`config.mk`:
```
export PLATFORM = sky130hd
export DESIGN_NAME = hibernate_power_rtc_controller
export DESIGN_NICKNAME = d
export VERILOG_FILES = /design/src/hw/hib_pkg.sv /design/src/hw/hibernate_power_rtc_controller.sv /design/src/hw/pin_sync.sv /design/src/hw/rtc_predivider.sv
export SDC_FILE = /design/constraint.sdc
export NUM_CORES = 2
export LEC_CHECK = 0
export ABC_AREA = 1
export BUFFER_PORTS_ARGS = -buffer_cell sky130_fd_sc_hd__buf_2
export CORE_MARGIN = 2
export CORE_UTILIZATION = 40
export CTS_BUF_LIST = sky130_fd_sc_hd__clkbuf_16
export CTS_CLUSTER_SIZE = 25
export DETAILED_ROUTE_END_ITERATION = 8
export GPL_TIMING_DRIVEN = 1
export PLACE_DENSITY = 0.52
export SYNTH_ARGS = -nofsm -noshare
export SYNTH_HDL_FRONTEND = slang
export SYNTH_HIERARCHICAL = 1
export SYNTH_SLANG_ARGS = --single-unit
export TNS_END_PERCENT = 100
```
`constraint.sdc`:
```
create_clock -name clk -period 8.05 [get_ports clk]
set_input_delay 1.61 -clock clk [delete_from_list [all_inputs] [get_ports clk]]
set_output_delay 1.61 -clock clk [all_outputs]
set_load 0.05 [all_outputs]
```
`src/hw/hib_pkg.sv`:
```
// Constants shared by the hibernation controller and its helpers.
// Assumes a single 125 MHz system clock and a 32-bit APB register bus.
package hib_pkg;

    // Register byte offsets
    localparam logic [11:0] ADDR_RTC_COUNT   = 12'h000;
    localparam logic [11:0] ADDR_MATCH_A     = 12'h004;
    localparam logic [11:0] ADDR_MATCH_B     = 12'h008;
    localparam logic [11:0] ADDR_LOAD        = 12'h00c;
    localparam logic [11:0] ADDR_CONTROL     = 12'h010;
    localparam logic [11:0] ADDR_MASK        = 12'h014;
    localparam logic [11:0] ADDR_RAW         = 12'h018;
    localparam logic [11:0] ADDR_MASKED      = 12'h01c;
    localparam logic [11:0] ADDR_CLEAR       = 12'h020;
    localparam logic [11:0] ADDR_TRIM        = 12'h024;
    localparam logic [11:0] ADDR_MEM_FIRST   = 12'h030;
    localparam logic [11:0] ADDR_MEM_LAST    = 12'h12c;

    // Control register bit positions
    localparam int CTL_RTC_RUN     = 0;
    localparam int CTL_SLEEP_REQ   = 1;
    localparam int CTL_SRC_SEL     = 2;
    localparam int CTL_RTC_ROUSE   = 3;
    localparam int CTL_PIN_ROUSE   = 4;
    localparam int CTL_BATT_DETECT = 5;
    localparam int CTL_OSC_ENABLE  = 6;
    localparam int CTL_BATT_ABORT  = 7;

    // Event bit positions in raw, mask, masked and clear registers
    localparam int EV_MATCH_A  = 0;
    localparam int EV_MATCH_B  = 1;
    localparam int EV_BATT_LOW = 2;
    localparam int EV_PIN_WAKE = 3;
    localparam int EV_WIDTH    = 4;

    // Reset values
    localparam logic [31:0] MATCH_RESET = 32'hffffffff;
    localparam logic [31:0] LOAD_RESET  = 32'hffffffff;
    localparam logic [15:0] TRIM_NOMINAL = 16'h7fff;

    // Clocking of the slow reference
    localparam logic [6:0] XTAL_DIV_LAST = 7'h7f;   // Divide by 128
    localparam logic [5:0] TRIM_SEC_LAST = 6'h3f;   // One second in 64

    // Retained memory
    localparam int MEM_WORDS = 64;
    localparam int MEM_IDX_W = 6;

    typedef enum logic [2:0] {
        ST_AWAKE    = 3'b001,
        ST_ENTERING = 3'b010,
        ST_ASLEEP   = 3'b100
    } power_state_t;

endpackage

```
`src/hw/hibernate_power_rtc_controller.sv`:
```
// Hibernation power controller with RTC, match wake and retained memory.
// Assumes an APB master on clk and a battery-backed supply for this logic.
// How it works
// (RULE1) Entering sleep drives regulator off pin low
// (RULE2) Wake pin or match releases regulator off
// (RULE3) Software spaces slow-domain writes and reads
// (RULE4) Back-to-back reads accepted without wait states
// (RULE5) Crystal path divided by 128 for reference
// (RULE6) Enable bit gates source; select picks path
// (RULE7) Software waits crystal settling after enable
// (RULE8) Detect enabled low battery sets status flag
// (RULE9) Abort option refuses sleep on low battery
// (RULE10) 32-bit counter increments once per second
// (RULE11) Predivider uses trim one second in 64
// (RULE12) Higher trim slows, lower trim speeds RTC
// (RULE13) Two match registers wake or interrupt
// (RULE14) Counter advances only with run enable set
// (RULE15) Load register write sets counter immediately
// (RULE16) Sixty-four retained words readable and writable
// (RULE17) Sleep request bit starts hibernation sequence
// (RULE18) Software configures a wake source before sleeping
// (RULE19) Separate pin and match wake enables
// (RULE20) Wake looks like power-on; raw status kept
// (RULE21) Events ORed into one interrupt request
// (RULE22) Mask selects events; write one clears
// (RULE23) Match flagged on tick reaching match value
//
// Design decisions made here: the APB interface to the registers and the placing of the registers.
`timescale 1ns/1ns
`default_nettype none
module hibernate_power_rtc_controller
    import hib_pkg::*;
(
    // Clock and reset
    input  wire logic        clk,
    input  wire logic        reset,
    // APB slave
    input  wire logic        psel,
    input  wire logic        penable,
    input  wire logic        pwrite,
    input  wire logic [11:0] paddr,
    input  wire logic [31:0] pwdata,
    output logic [31:0]      prdata,
    output logic             pready,
    output logic             pslverr,
    // Clock source pins
    input  wire logic        osc_clk_in,
    input  wire logic        xtal_clk_in,
    // Power and wake pins
    input  wire logic        wake_n,
    input  wire logic        battery_low_in,
    output logic             regulator_off_n,
    // Interrupt request
    output logic             irq
);
    // Aligned word inside the retained window
    function automatic logic is_mem(input logic [11:0] a);
        is_mem = (a >= ADDR_MEM_FIRST) && (a <= ADDR_MEM_LAST) && (a[1:0] == 2'b00);
    endfunction

    function automatic logic [MEM_IDX_W-1:0] mem_index(input logic [11:0] a);
        logic [11:0] off;
        off = a - ADDR_MEM_FIRST;
        mem_index = off[MEM_IDX_W+1:2];
    endfunction

    // Synchronised pins
    logic osc_s;
    logic xtal_s;
    logic wake_n_s;
    logic batt_low_s;

    pin_sync #(.RESET_VALUE(1'b0)) u_sync_osc (
        .clk   (clk),
        .reset (reset),
        .pin   (osc_clk_in),
        .level (osc_s)
    );
    pin_sync #(.RESET_VALUE(1'b0)) u_sync_xtal (
        .clk   (clk),
        .reset (reset),
        .pin   (xtal_clk_in),
        .level (xtal_s)
    );
    pin_sync #(.RESET_VALUE(1'b1)) u_sync_wake (
        .clk   (clk),
        .reset (reset),
        .pin   (wake_n),
        .level (wake_n_s)
    );
    pin_sync #(.RESET_VALUE(1'b0)) u_sync_batt (
        .clk   (clk),
        .reset (reset),
        .pin   (battery_low_in),
        .level (batt_low_s)
    );

    // Control bits
    logic        rtc_run_en_r;
    logic        sleep_request_r;
    logic        osc_source_select_r;
    logic        rtc_rouse_en_r;
    logic        pin_rouse_en_r;
    logic        battery_low_detect_en_r;
    logic        osc_enable_r;
    logic        abort_on_weak_battery_r;

    // Data registers
    logic [31:0]         rtc_count_r;
    logic [31:0]         rtc_match_a_r;
    logic [31:0]         rtc_match_b_r;
    logic [31:0]         rtc_load_value_r;
    logic [15:0]         rtc_predivider_trim_r;
    logic [EV_WIDTH-1:0] event_mask_r;
    logic [EV_WIDTH-1:0] raw_event_status_r;
    logic [31:0]         retained_memory_r [MEM_WORDS];

    // Bus and state
    logic [31:0]  prdata_r;
    logic         pslverr_r;
    logic         irq_r;
    logic         regulator_off_n_r;
    power_state_t state_r;
    power_state_t state_nxt;

    // Reference clock edge detection
    logic        osc_prev_r;
    logic        xtal_prev_r;
    logic [6:0]  xtal_div_r;
    logic        ref_tick;
    logic        sec_tick;
    logic [31:0] rtc_nxt;

    // Bus strobes
    logic wr_acc;
    logic rd_setup;
    logic ctl_wr;
    logic load_wr;
    logic clear_wr;

    // Event sources
    logic                hit_a;
    logic                hit_b;
    logic                pin_rise;
    logic                wake_pin_prev_r;
    logic [EV_WIDTH-1:0] ev_set;
    logic [EV_WIDTH-1:0] ev_clr;
    logic                rouse;
    logic                sleep_abort;
    logic [EV_WIDTH-1:0] masked;

    // Zero wait states
    assign pready   = 1'b1; // (RULE4)
    assign wr_acc   = psel && penable && pwrite;
    assign rd_setup = psel && !penable && !pwrite;
    assign ctl_wr   = wr_acc && (paddr == ADDR_CONTROL);
    assign load_wr  = wr_acc && (paddr == ADDR_LOAD);
    assign clear_wr = wr_acc && (paddr == ADDR_CLEAR);

    // Reference tick: oscillator edge, or crystal divided by 128
    always_ff @(posedge clk) begin
        if (reset) begin
            osc_prev_r  <= 1'b0;
            xtal_prev_r <= 1'b0;
            xtal_div_r  <= '0;
        end else begin
            osc_prev_r  <= osc_s;
            xtal_prev_r <= xtal_s;
            if (!osc_enable_r || osc_source_select_r) begin
                xtal_div_r <= '0;
            end else if (xtal_s && !xtal_prev_r) begin
                xtal_div_r <= xtal_div_r + 7'h01; // (RULE5)
            end
        end
    end

    always_comb begin
        ref_tick = 1'b0;
        if (osc_enable_r) begin // (RULE6)
            if (osc_source_select_r) begin
                ref_tick = osc_s && !osc_prev_r;
            end else begin
                ref_tick = xtal_s && !xtal_prev_r && (xtal_div_r == XTAL_DIV_LAST); // (RULE5)
            end
        end
    end

    rtc_predivider u_prediv (
        .clk      (clk),
        .reset    (reset),
        .run      (rtc_run_en_r),
        .ref_tick (ref_tick),
        .trim     (rtc_predivider_trim_r),
        .sec_tick (sec_tick)
    );

    // Real-time counter
    assign rtc_nxt = rtc_count_r + 32'h00000001;

    always_ff @(posedge clk) begin
        if (reset) begin
            rtc_count_r <= '0;
        end else if (load_wr) begin
            rtc_count_r <= pwdata; // (RULE15)
        end else if (sec_tick && rtc_run_en_r) begin
            rtc_count_r <= rtc_nxt; // (RULE10) (RULE14)
        end
    end

    // Match only on a counting tick, never on a load
    assign hit_a = sec_tick && rtc_run_en_r && !load_wr && (rtc_nxt == rtc_match_a_r); // (RULE13) (RULE23)
    assign hit_b = sec_tick && rtc_run_en_r && !load_wr && (rtc_nxt == rtc_match_b_r); // (RULE13) (RULE23)

    // Data registers written over the bus
    always_ff @(posedge clk) begin
        if (reset) begin
            rtc_match_a_r         <= MATCH_RESET;
            rtc_match_b_r         <= MATCH_RESET;
            rtc_load_value_r      <= LOAD_RESET;
            rtc_predivider_trim_r <= TRIM_NOMINAL;
            event_mask_r          <= '0;
        end else if (wr_acc) begin
            unique case (paddr)
                ADDR_MATCH_A: begin
                    rtc_match_a_r <= pwdata;
                end
                ADDR_MATCH_B: begin
                    rtc_match_b_r <= pwdata;
                end
                ADDR_LOAD: begin
                    rtc_load_value_r <= pwdata;
                end
                ADDR_TRIM: begin
                    rtc_predivider_trim_r <= pwdata[15:0]; // (RULE12)
                end
                ADDR_MASK: begin
                    event_mask_r <= pwdata[EV_WIDTH-1:0]; // (RULE22)
                end
                default: begin
                end
            endcase
        end
    end

    // Reset stands for the battery power-up
    always_ff @(posedge clk) begin
        if (reset) begin
            for (int i = 0; i < MEM_WORDS; i++) begin
                retained_memory_r[i] <= '0;
            end
        end else if (wr_acc && is_mem(paddr)) begin
            retained_memory_r[mem_index(paddr)] <= pwdata; // (RULE16)
        end
    end

    // Control bits
    always_ff @(posedge clk) begin
        if (reset) begin
            rtc_run_en_r            <= 1'b0;
            osc_source_select_r     <= 1'b0;
            rtc_rouse_en_r          <= 1'b0;
            pin_rouse_en_r          <= 1'b0;
            battery_low_detect_en_r <= 1'b0;
            osc_enable_r            <= 1'b0;
            abort_on_weak_battery_r <= 1'b0;
        end else if (ctl_wr) begin
            rtc_run_en_r            <= pwdata[CTL_RTC_RUN]; // (RULE14)
            osc_source_select_r     <= pwdata[CTL_SRC_SEL]; // (RULE6)
            rtc_rouse_en_r          <= pwdata[CTL_RTC_ROUSE]; // (RULE19)
            pin_rouse_en_r          <= pwdata[CTL_PIN_ROUSE]; // (RULE19)
            battery_low_detect_en_r <= pwdata[CTL_BATT_DETECT];
            osc_enable_r            <= pwdata[CTL_OSC_ENABLE]; // (RULE6)
            abort_on_weak_battery_r <= pwdata[CTL_BATT_ABORT];
        end
    end

    // Request drops on wake or refusal
    always_ff @(posedge clk) begin
        if (reset) begin
            sleep_request_r <= 1'b0;
        end else if (rouse || sleep_abort) begin
            sleep_request_r <= 1'b0;
        end else if (ctl_wr && state_r == ST_AWAKE) begin
            sleep_request_r <= pwdata[CTL_SLEEP_REQ]; // (RULE17)
        end
    end

    // Event sources
    always_ff @(posedge clk) begin
        if (reset) begin
            wake_pin_prev_r <= 1'b0;
        end else begin
            wake_pin_prev_r <= !wake_n_s;
        end
    end

    assign pin_rise = !wake_n_s && !wake_pin_prev_r;

    always_comb begin
        ev_set              = '0;
        ev_set[EV_MATCH_A]  = hit_a;
        ev_set[EV_MATCH_B]  = hit_b;
        ev_set[EV_BATT_LOW] = battery_low_detect_en_r && batt_low_s; // (RULE8)
        ev_set[EV_PIN_WAKE] = pin_rise;
    end

    assign ev_clr = clear_wr ? pwdata[EV_WIDTH-1:0] : '0;

    // A new event in the clearing cycle stays pending
    always_ff @(posedge clk) begin
        if (reset) begin
            raw_event_status_r <= '0;
        end else begin
            raw_event_status_r <= (raw_event_status_r & ~ev_clr) | ev_set; // (RULE22) (RULE20)
        end
    end

    assign masked = raw_event_status_r & event_mask_r; // (RULE22)

    always_ff @(posedge clk) begin
        if (reset) begin
            irq_r <= 1'b0;
        end else begin
            irq_r <= |masked; // (RULE21)
        end
    end

    // Power sequencing
    assign sleep_abort = (state_r == ST_ENTERING) && abort_on_weak_battery_r
                         && battery_low_detect_en_r && batt_low_s; // (RULE9)
    assign rouse = (state_r == ST_ASLEEP)
                   && ((pin_rouse_en_r && !wake_n_s)
                       || (rtc_rouse_en_r && (hit_a || hit_b))); // (RULE2) (RULE19) (RULE13)

    always_comb begin
        state_nxt = state_r;
        unique case (state_r)
            ST_AWAKE: begin
                if (sleep_request_r) begin
                    state_nxt = ST_ENTERING; // (RULE17)
                end
            end
            ST_ENTERING: begin
                state_nxt = sleep_abort ? ST_AWAKE : ST_ASLEEP;
            end
            ST_ASLEEP: begin
                if (rouse) begin
                    state_nxt = ST_AWAKE; // (RULE2)
                end
            end
            default: begin
                state_nxt = ST_AWAKE;
            end
        endcase
    end

    always_ff @(posedge clk) begin
        if (reset) begin
            state_r <= ST_AWAKE;
        end else begin
            state_r <= state_nxt;
        end
    end

    // Raw status survives the wake
    always_ff @(posedge clk) begin
        if (reset) begin
            regulator_off_n_r <= 1'b1;
        end else begin
            regulator_off_n_r <= (state_nxt != ST_ASLEEP); // (RULE1) (RULE20)
        end
    end

    // Read data is captured in the setup cycle, ready in the access cycle
    always_ff @(posedge clk) begin
        if (reset) begin
            prdata_r  <= '0;
            pslverr_r <= 1'b0;
        end else if (psel && !penable) begin
            prdata_r  <= '0;
            pslverr_r <= 1'b0;
            if (is_mem(paddr)) begin
                if (rd_setup) begin
                    prdata_r <= retained_memory_r[mem_index(paddr)]; // (RULE16)
                end
            end else begin
                unique case (paddr)
                    ADDR_RTC_COUNT: prdata_r <= rd_setup ? rtc_count_r : '0;
                    ADDR_MATCH_A:   prdata_r <= rd_setup ? rtc_match_a_r : '0;
                    ADDR_MATCH_B:   prdata_r <= rd_setup ? rtc_match_b_r : '0;
                    ADDR_LOAD:      prdata_r <= rd_setup ? rtc_load_value_r : '0;
                    ADDR_CONTROL: begin
                        if (rd_setup) begin
                            prdata_r[CTL_RTC_RUN]     <= rtc_run_en_r;
                            prdata_r[CTL_SLEEP_REQ]   <= sleep_request_r;
                            prdata_r[CTL_SRC_SEL]     <= osc_source_select_r;
                            prdata_r[CTL_RTC_ROUSE]   <= rtc_rouse_en_r;
                            prdata_r[CTL_PIN_ROUSE]   <= pin_rouse_en_r;
                            prdata_r[CTL_BATT_DETECT] <= battery_low_detect_en_r;
                            prdata_r[CTL_OSC_ENABLE]  <= osc_enable_r;
                            prdata_r[CTL_BATT_ABORT]  <= abort_on_weak_battery_r;
                        end
                    end
                    ADDR_MASK:    prdata_r[EV_WIDTH-1:0] <= rd_setup ? event_mask_r : '0;
                    ADDR_RAW:     prdata_r[EV_WIDTH-1:0] <= rd_setup ? raw_event_status_r : '0;
                    ADDR_MASKED:  prdata_r[EV_WIDTH-1:0] <= rd_setup ? masked : '0;
                    ADDR_CLEAR:   prdata_r <= '0;
                    ADDR_TRIM:    prdata_r[15:0] <= rd_setup ? rtc_predivider_trim_r : '0;
                    default:      pslverr_r <= 1'b1;
                endcase
            end
        end
    end

    assign prdata          = prdata_r;
    assign pslverr         = pslverr_r;
    assign irq             = irq_r;
    assign regulator_off_n = regulator_off_n_r;
endmodule
`default_nettype wire

```
`src/hw/pin_sync.sv`:
```
// Three-stage synchroniser for a pin that is asynchronous to clk.
// The output moves only once the second and third stages agree.
`timescale 1ns/1ns
`default_nettype none
module pin_sync #(
    parameter logic RESET_VALUE = 1'b0
) (
    // Clock and reset
    input  wire logic clk,
    input  wire logic reset,
    // Pin and synchronised level
    input  wire logic pin,
    output logic      level
);
    logic stage1_r;
    logic stage2_r;
    logic stage3_r;
    logic level_r;

    always_ff @(posedge clk) begin
        if (reset) begin
            stage1_r <= RESET_VALUE;
            stage2_r <= RESET_VALUE;
            stage3_r <= RESET_VALUE;
        end else begin
            stage1_r <= pin;
            stage2_r <= stage1_r;
            stage3_r <= stage2_r;
        end
    end

    // A single disagreeing sample is treated as a glitch
    always_ff @(posedge clk) begin
        if (reset) begin
            level_r <= RESET_VALUE;
        end else if (stage2_r == stage3_r) begin
            level_r <= stage3_r;
        end
    end

    assign level = level_r;
endmodule
`default_nettype wire

```
`src/hw/rtc_predivider.sv`:
```
// Predivider forming the one-second tick from reference ticks.
// Assumes ref_tick is a one-cycle pulse per 32.768 kHz period.
`timescale 1ns/1ns
`default_nettype none
module rtc_predivider
    import hib_pkg::*;
(
    // Clock and reset
    input  wire logic        clk,
    input  wire logic        reset,
    // Control
    input  wire logic        run,
    input  wire logic        ref_tick,
    input  wire logic [15:0] trim,
    // Second tick
    output logic             sec_tick
);
    logic [15:0] count_r;
    logic [5:0]  sec_idx_r;
    logic        sec_tick_r;
    logic [15:0] divisor;

    // The trimmed divisor applies to the last second of every 64
    assign divisor = (sec_idx_r + 6'h01 == TRIM_SEC_LAST) ? trim : TRIM_NOMINAL; // (RULE11) (RULE12)

    always_ff @(posedge clk) begin
        if (reset) begin
            count_r    <= TRIM_NOMINAL;
            sec_idx_r  <= '0;
            sec_tick_r <= 1'b0;
        end else begin
            sec_tick_r <= 1'b0;
            if (!run) begin
                count_r   <= TRIM_NOMINAL;
                sec_idx_r <= '0;
            end else if (ref_tick) begin
                // Period is divisor + 1 reference ticks
                if (count_r == 16'h0000) begin // (RULE11)
                    sec_tick_r <= 1'b1;
                    sec_idx_r  <= sec_idx_r + 6'h01;
                    count_r    <= divisor;
                end else begin
                    count_r <= count_r - 16'h0001;
                end
            end
        end
    end

    assign sec_tick = sec_tick_r;
endmodule
`default_nettype wire

```
==> run_results.csv <==
group,metric,value,unit
die,initial_core_util,40.2,%
final_layout,syn_to_final_growth,12.2,%
die,dieArea,0.251,mm²
global_routing,overflow,0,
power_and_ir_drop,p_leak,40.2,nW
global_routing,grt_use_total,30.5,%
sta,post-route-min-period,5880,ps
sta,slew_viol_final,0,
sta,max_freq,170,MHz
run_status,violations,"max-capacitance violations",
clocking,cts-resized-gates,0,
logic_synthesis,netlist_area,0.0987,mm²
die,io-pin-count,89,
sta,worst_pin_slew,1470,ps
die,die-height,501,µm
final_layout,final_nets,9085,
clocking,post_cts_buffers,0,
power_and_ir_drop,powerDensity,249,mW/mm²
global_routing,first_global_vias,70523,
sta,tns,0,ps
clocking,clk_pin_slew_worst_paths,60,ps
global_routing,antenna_found_initial,25,
hold_path,hold_start,"u_sync_wake/stage1_r",
logic_synthesis,syn_inst,9229,
final_layout,seq_area,0.0664,mm²
job,drv_cap,1,
clocking,cts_hold_buf,0,
logic_synthesis,seq_area_frac_synth,67.3,%
routing,wl,390000,µm
logic_synthesis,synth_edf_count,2048,
logic_synthesis,yosys.area.top_type_share,62.3,%
critical_path,reg2reg_depth,17,
logic_synthesis,ys_warn_count,6,
sta,finalHoldViolations,0,
hold_path,whs_path_depth,1,
routing,firstDrtPassIters,8,
routing,ant_nets,0,
global_routing,grt_pass1_wl,547000,µm
sta,fin_crit_sh,73.0,%
routing,vias_per_cell,6.02,
power_and_ir_drop,irDropWorstVdd,0.000244,V
sta,hold_ws,413,ps
critical_path,r2r-start,"rtc_count_r[3]",
placed_design,gp_congestion,0.980,
clocking,htreeDepth,5,
critical_path,worstPathRequired,8920,ps
placed_design,place_hpwl,242000,µm
logic_synthesis,synthTopCellsByArea,"edfxtp_1 62%, nor2_1 8.5%, a22oi_1 5.5%",
critical_path,cp-end-kind,"flip-flop",
die,die_w,501,µm
routing,first_iter_violations,10573,
sta,fin_skew,62.3,ps
final_layout,multi_input_area,0.0281,mm²
logic_synthesis,synth.net_count,9292,
routing,remaining_drc_errors,0,
clocking,clk_latency,960,ps
logic_synthesis,syn-mean-instance-area,10.7,µm²
sta,rsz0062_at_grt,"no",
critical_path,worstPathMaxFanout,57,
sta,relSlewSlack,1.08,%
run_status,outcome,"complete, but fails checks",
critical_path,start_kind,"input pin",
final_layout,drive_gt1_share,8.95,%
logic_synthesis,ys_ff_latch,2295,
hold_path,whs_endpoint,"u_sync_wake/stage2_r",
clocking,clock_path_buffers,4,
global_routing,grt_max_degree,119,
routing,vias,74817,
critical_path,timing.rr.end,"sleep_request_r",
placed_design,io_buffers,87,
final_layout,nFillCells,22688,
routing,wl_per_cell,31.4,µm
critical_path,critical_path_class,"input pin to flip-flop",
die,row_count,182,
logic_synthesis,synth_cell_types,59,
sta,setup_viol,0,
critical_path,reg2reg_slack,4230,ps
clocking,clkSinkCount,2295,
hold_path,hp-class,"flip-flop to flip-flop",
clocking,cts_tree,"built",
logic_synthesis,yosysTopAreaCell,"edfxtp_1",
logic_synthesis,ys_async_sr_fraction,0,%
die,core,0.246,mm²
critical_path,crit_arrival,6740,ps
clocking,numCtsBuffers,277,
logic_synthesis,synthFlopType,"edfxtp_1",
clocking,clockRootBuffer,"clkbuf_16",
cell type report:
| class | instances | share of cell area [%] |
|---|---|---|
| Multi-Input combinational cell | 5814 | 25.4 |
| Clock inverter | 183 | 1.17 |
| Sequential cell | 2295 | 60.0 |
| Inverter | 304 | 1.08 |
| Antenna cell | 7 | 0.0158 |
| Timing Repair Buffer | 330 | 2.28 |
| Clock buffer | 285 | 6.44 |
| Tap cell | 3220 | 3.64 |
per-layer routing:
layer  GRT usage [%]  routed length [µm]
met5               0                 119
met4            14.5               20400
met1            41.5              156000
met3            7.47               41300
met2            45.9              173000
cells in the mapped netlist, types with 41 or more instances:
library cell  instances
nand2_1            1319
edfxtp_1           2048
dfxtp_1             247
buf_1                41
a41oi_1              50
nor2_1             2248
a22oi_1             729
o211ai_1            119
nand4_1             150
clkbuf_1            671
nand3_1             428
a31oi_1              86
o21ai_0             178
inv_1               290
buf_2               102
a21oi_1             265
cells by family (layout without fill, tap and decap cells):
group / Yosys count / in the layout / synth area share (%)
XOR/XNOR: 17 / 17 / 0.158
adder cells (fa/ha/maj): 10 / 10 / 0.127
other: 1 / 8 / 0.00380
flip-flops: 2295 / 2295 / 67.3
buffers and inverters: 1120 / 1102 / 4.40
AND/OR/NAND/NOR: 4223 / 4223 / 17.3
AO/OA/AOI/OAI: 1563 / 1563 / 10.7
power by group:
group	switching, mW	internal (mW)
clock	5.00	6.95
combinational	1.61	0.351
sequential	0.153	13.5
total	6.77	20.8
flip-flops by register name (all words and copies together), names as in the netlist, 3 cells and up:
signal and cells:
state_r 3, prdata 32, u_prediv/count_r 16, event_mask_r 4
raw_event_status_r 4, rtc_count_r 32, retained_memory_r 2048, rtc_match_b_r 32
u_prediv/sec_idx_r 6, rtc_predivider_trim_r 16, rtc_match_a_r 32, rtc_load_value_r 32
xtal_div_r 7
how the worst max path moves through the flow:
stage                     slack [ps]  cells past startpoint                  endpoint  startpoint
final                           2170                     14                prdata[21]    paddr[4]
after global routing            2160                     14                prdata[21]    paddr[4]
after CTS                       2410                     14                prdata[21]    paddr[4]
after detailed placement        1430                     14                prdata[21]    paddr[4]
after global placement          1510                     14                prdata[21]    paddr[4]
after floorplan                 2690                     15  retained_memory_r[25][0]    paddr[4]
cells in the final DEF, fill, tap and decap left out, drive strengths merged, types with 50 or more instances in the layout:
master / netlist / routed
inv: 297 / 331
nand3: 428 / 428
clkbuf: 671 / 285
o21ai: 191 / 191
a31oi: 86 / 86
edfxtp: 2048 / 2048
clkinv: 7 / 132
nor2: 2273 / 2273
nand4: 150 / 150
dfxtp: 247 / 247
a41oi: 50 / 50
a22oi: 729 / 729
nand2: 1322 / 1322
buf: 145 / 330
a21oi: 265 / 265
o211ai: 120 / 120
stage by stage:
stage | instances | utilization (%) | area (µm²) | setup WS, ps | power, mW
after detailed placement | 11963 | 41.6 | 102000 | 1430 | 15.8
after CTS | 12431 | 45.1 | 111000 | 2410 | 27.6
after global routing | 12434 | 45.1 | 111000 | 2160 | 28.2
final | 12438 | 45.1 | 111000 | 2170 | 27.5
after floorplan | 9229 | - | 98700 | 2690 | 14.7
after global placement | 11963 | 41.6 | 102000 | 1510 | 15.8
critical path, cell delays in order:
cell and delay, ps:
buf_8 430, inv_8 270, o21ai_1 230, xor2_1 550, inv_1 230, nor2_2 380
nand2_1 280, inv_1 790, o21ai_0 600, nand2_1 430, a31oi_1 250, nand4_1 360
nand2_1 80, a21oi_1 140
(Power assumes the default switching activity.)
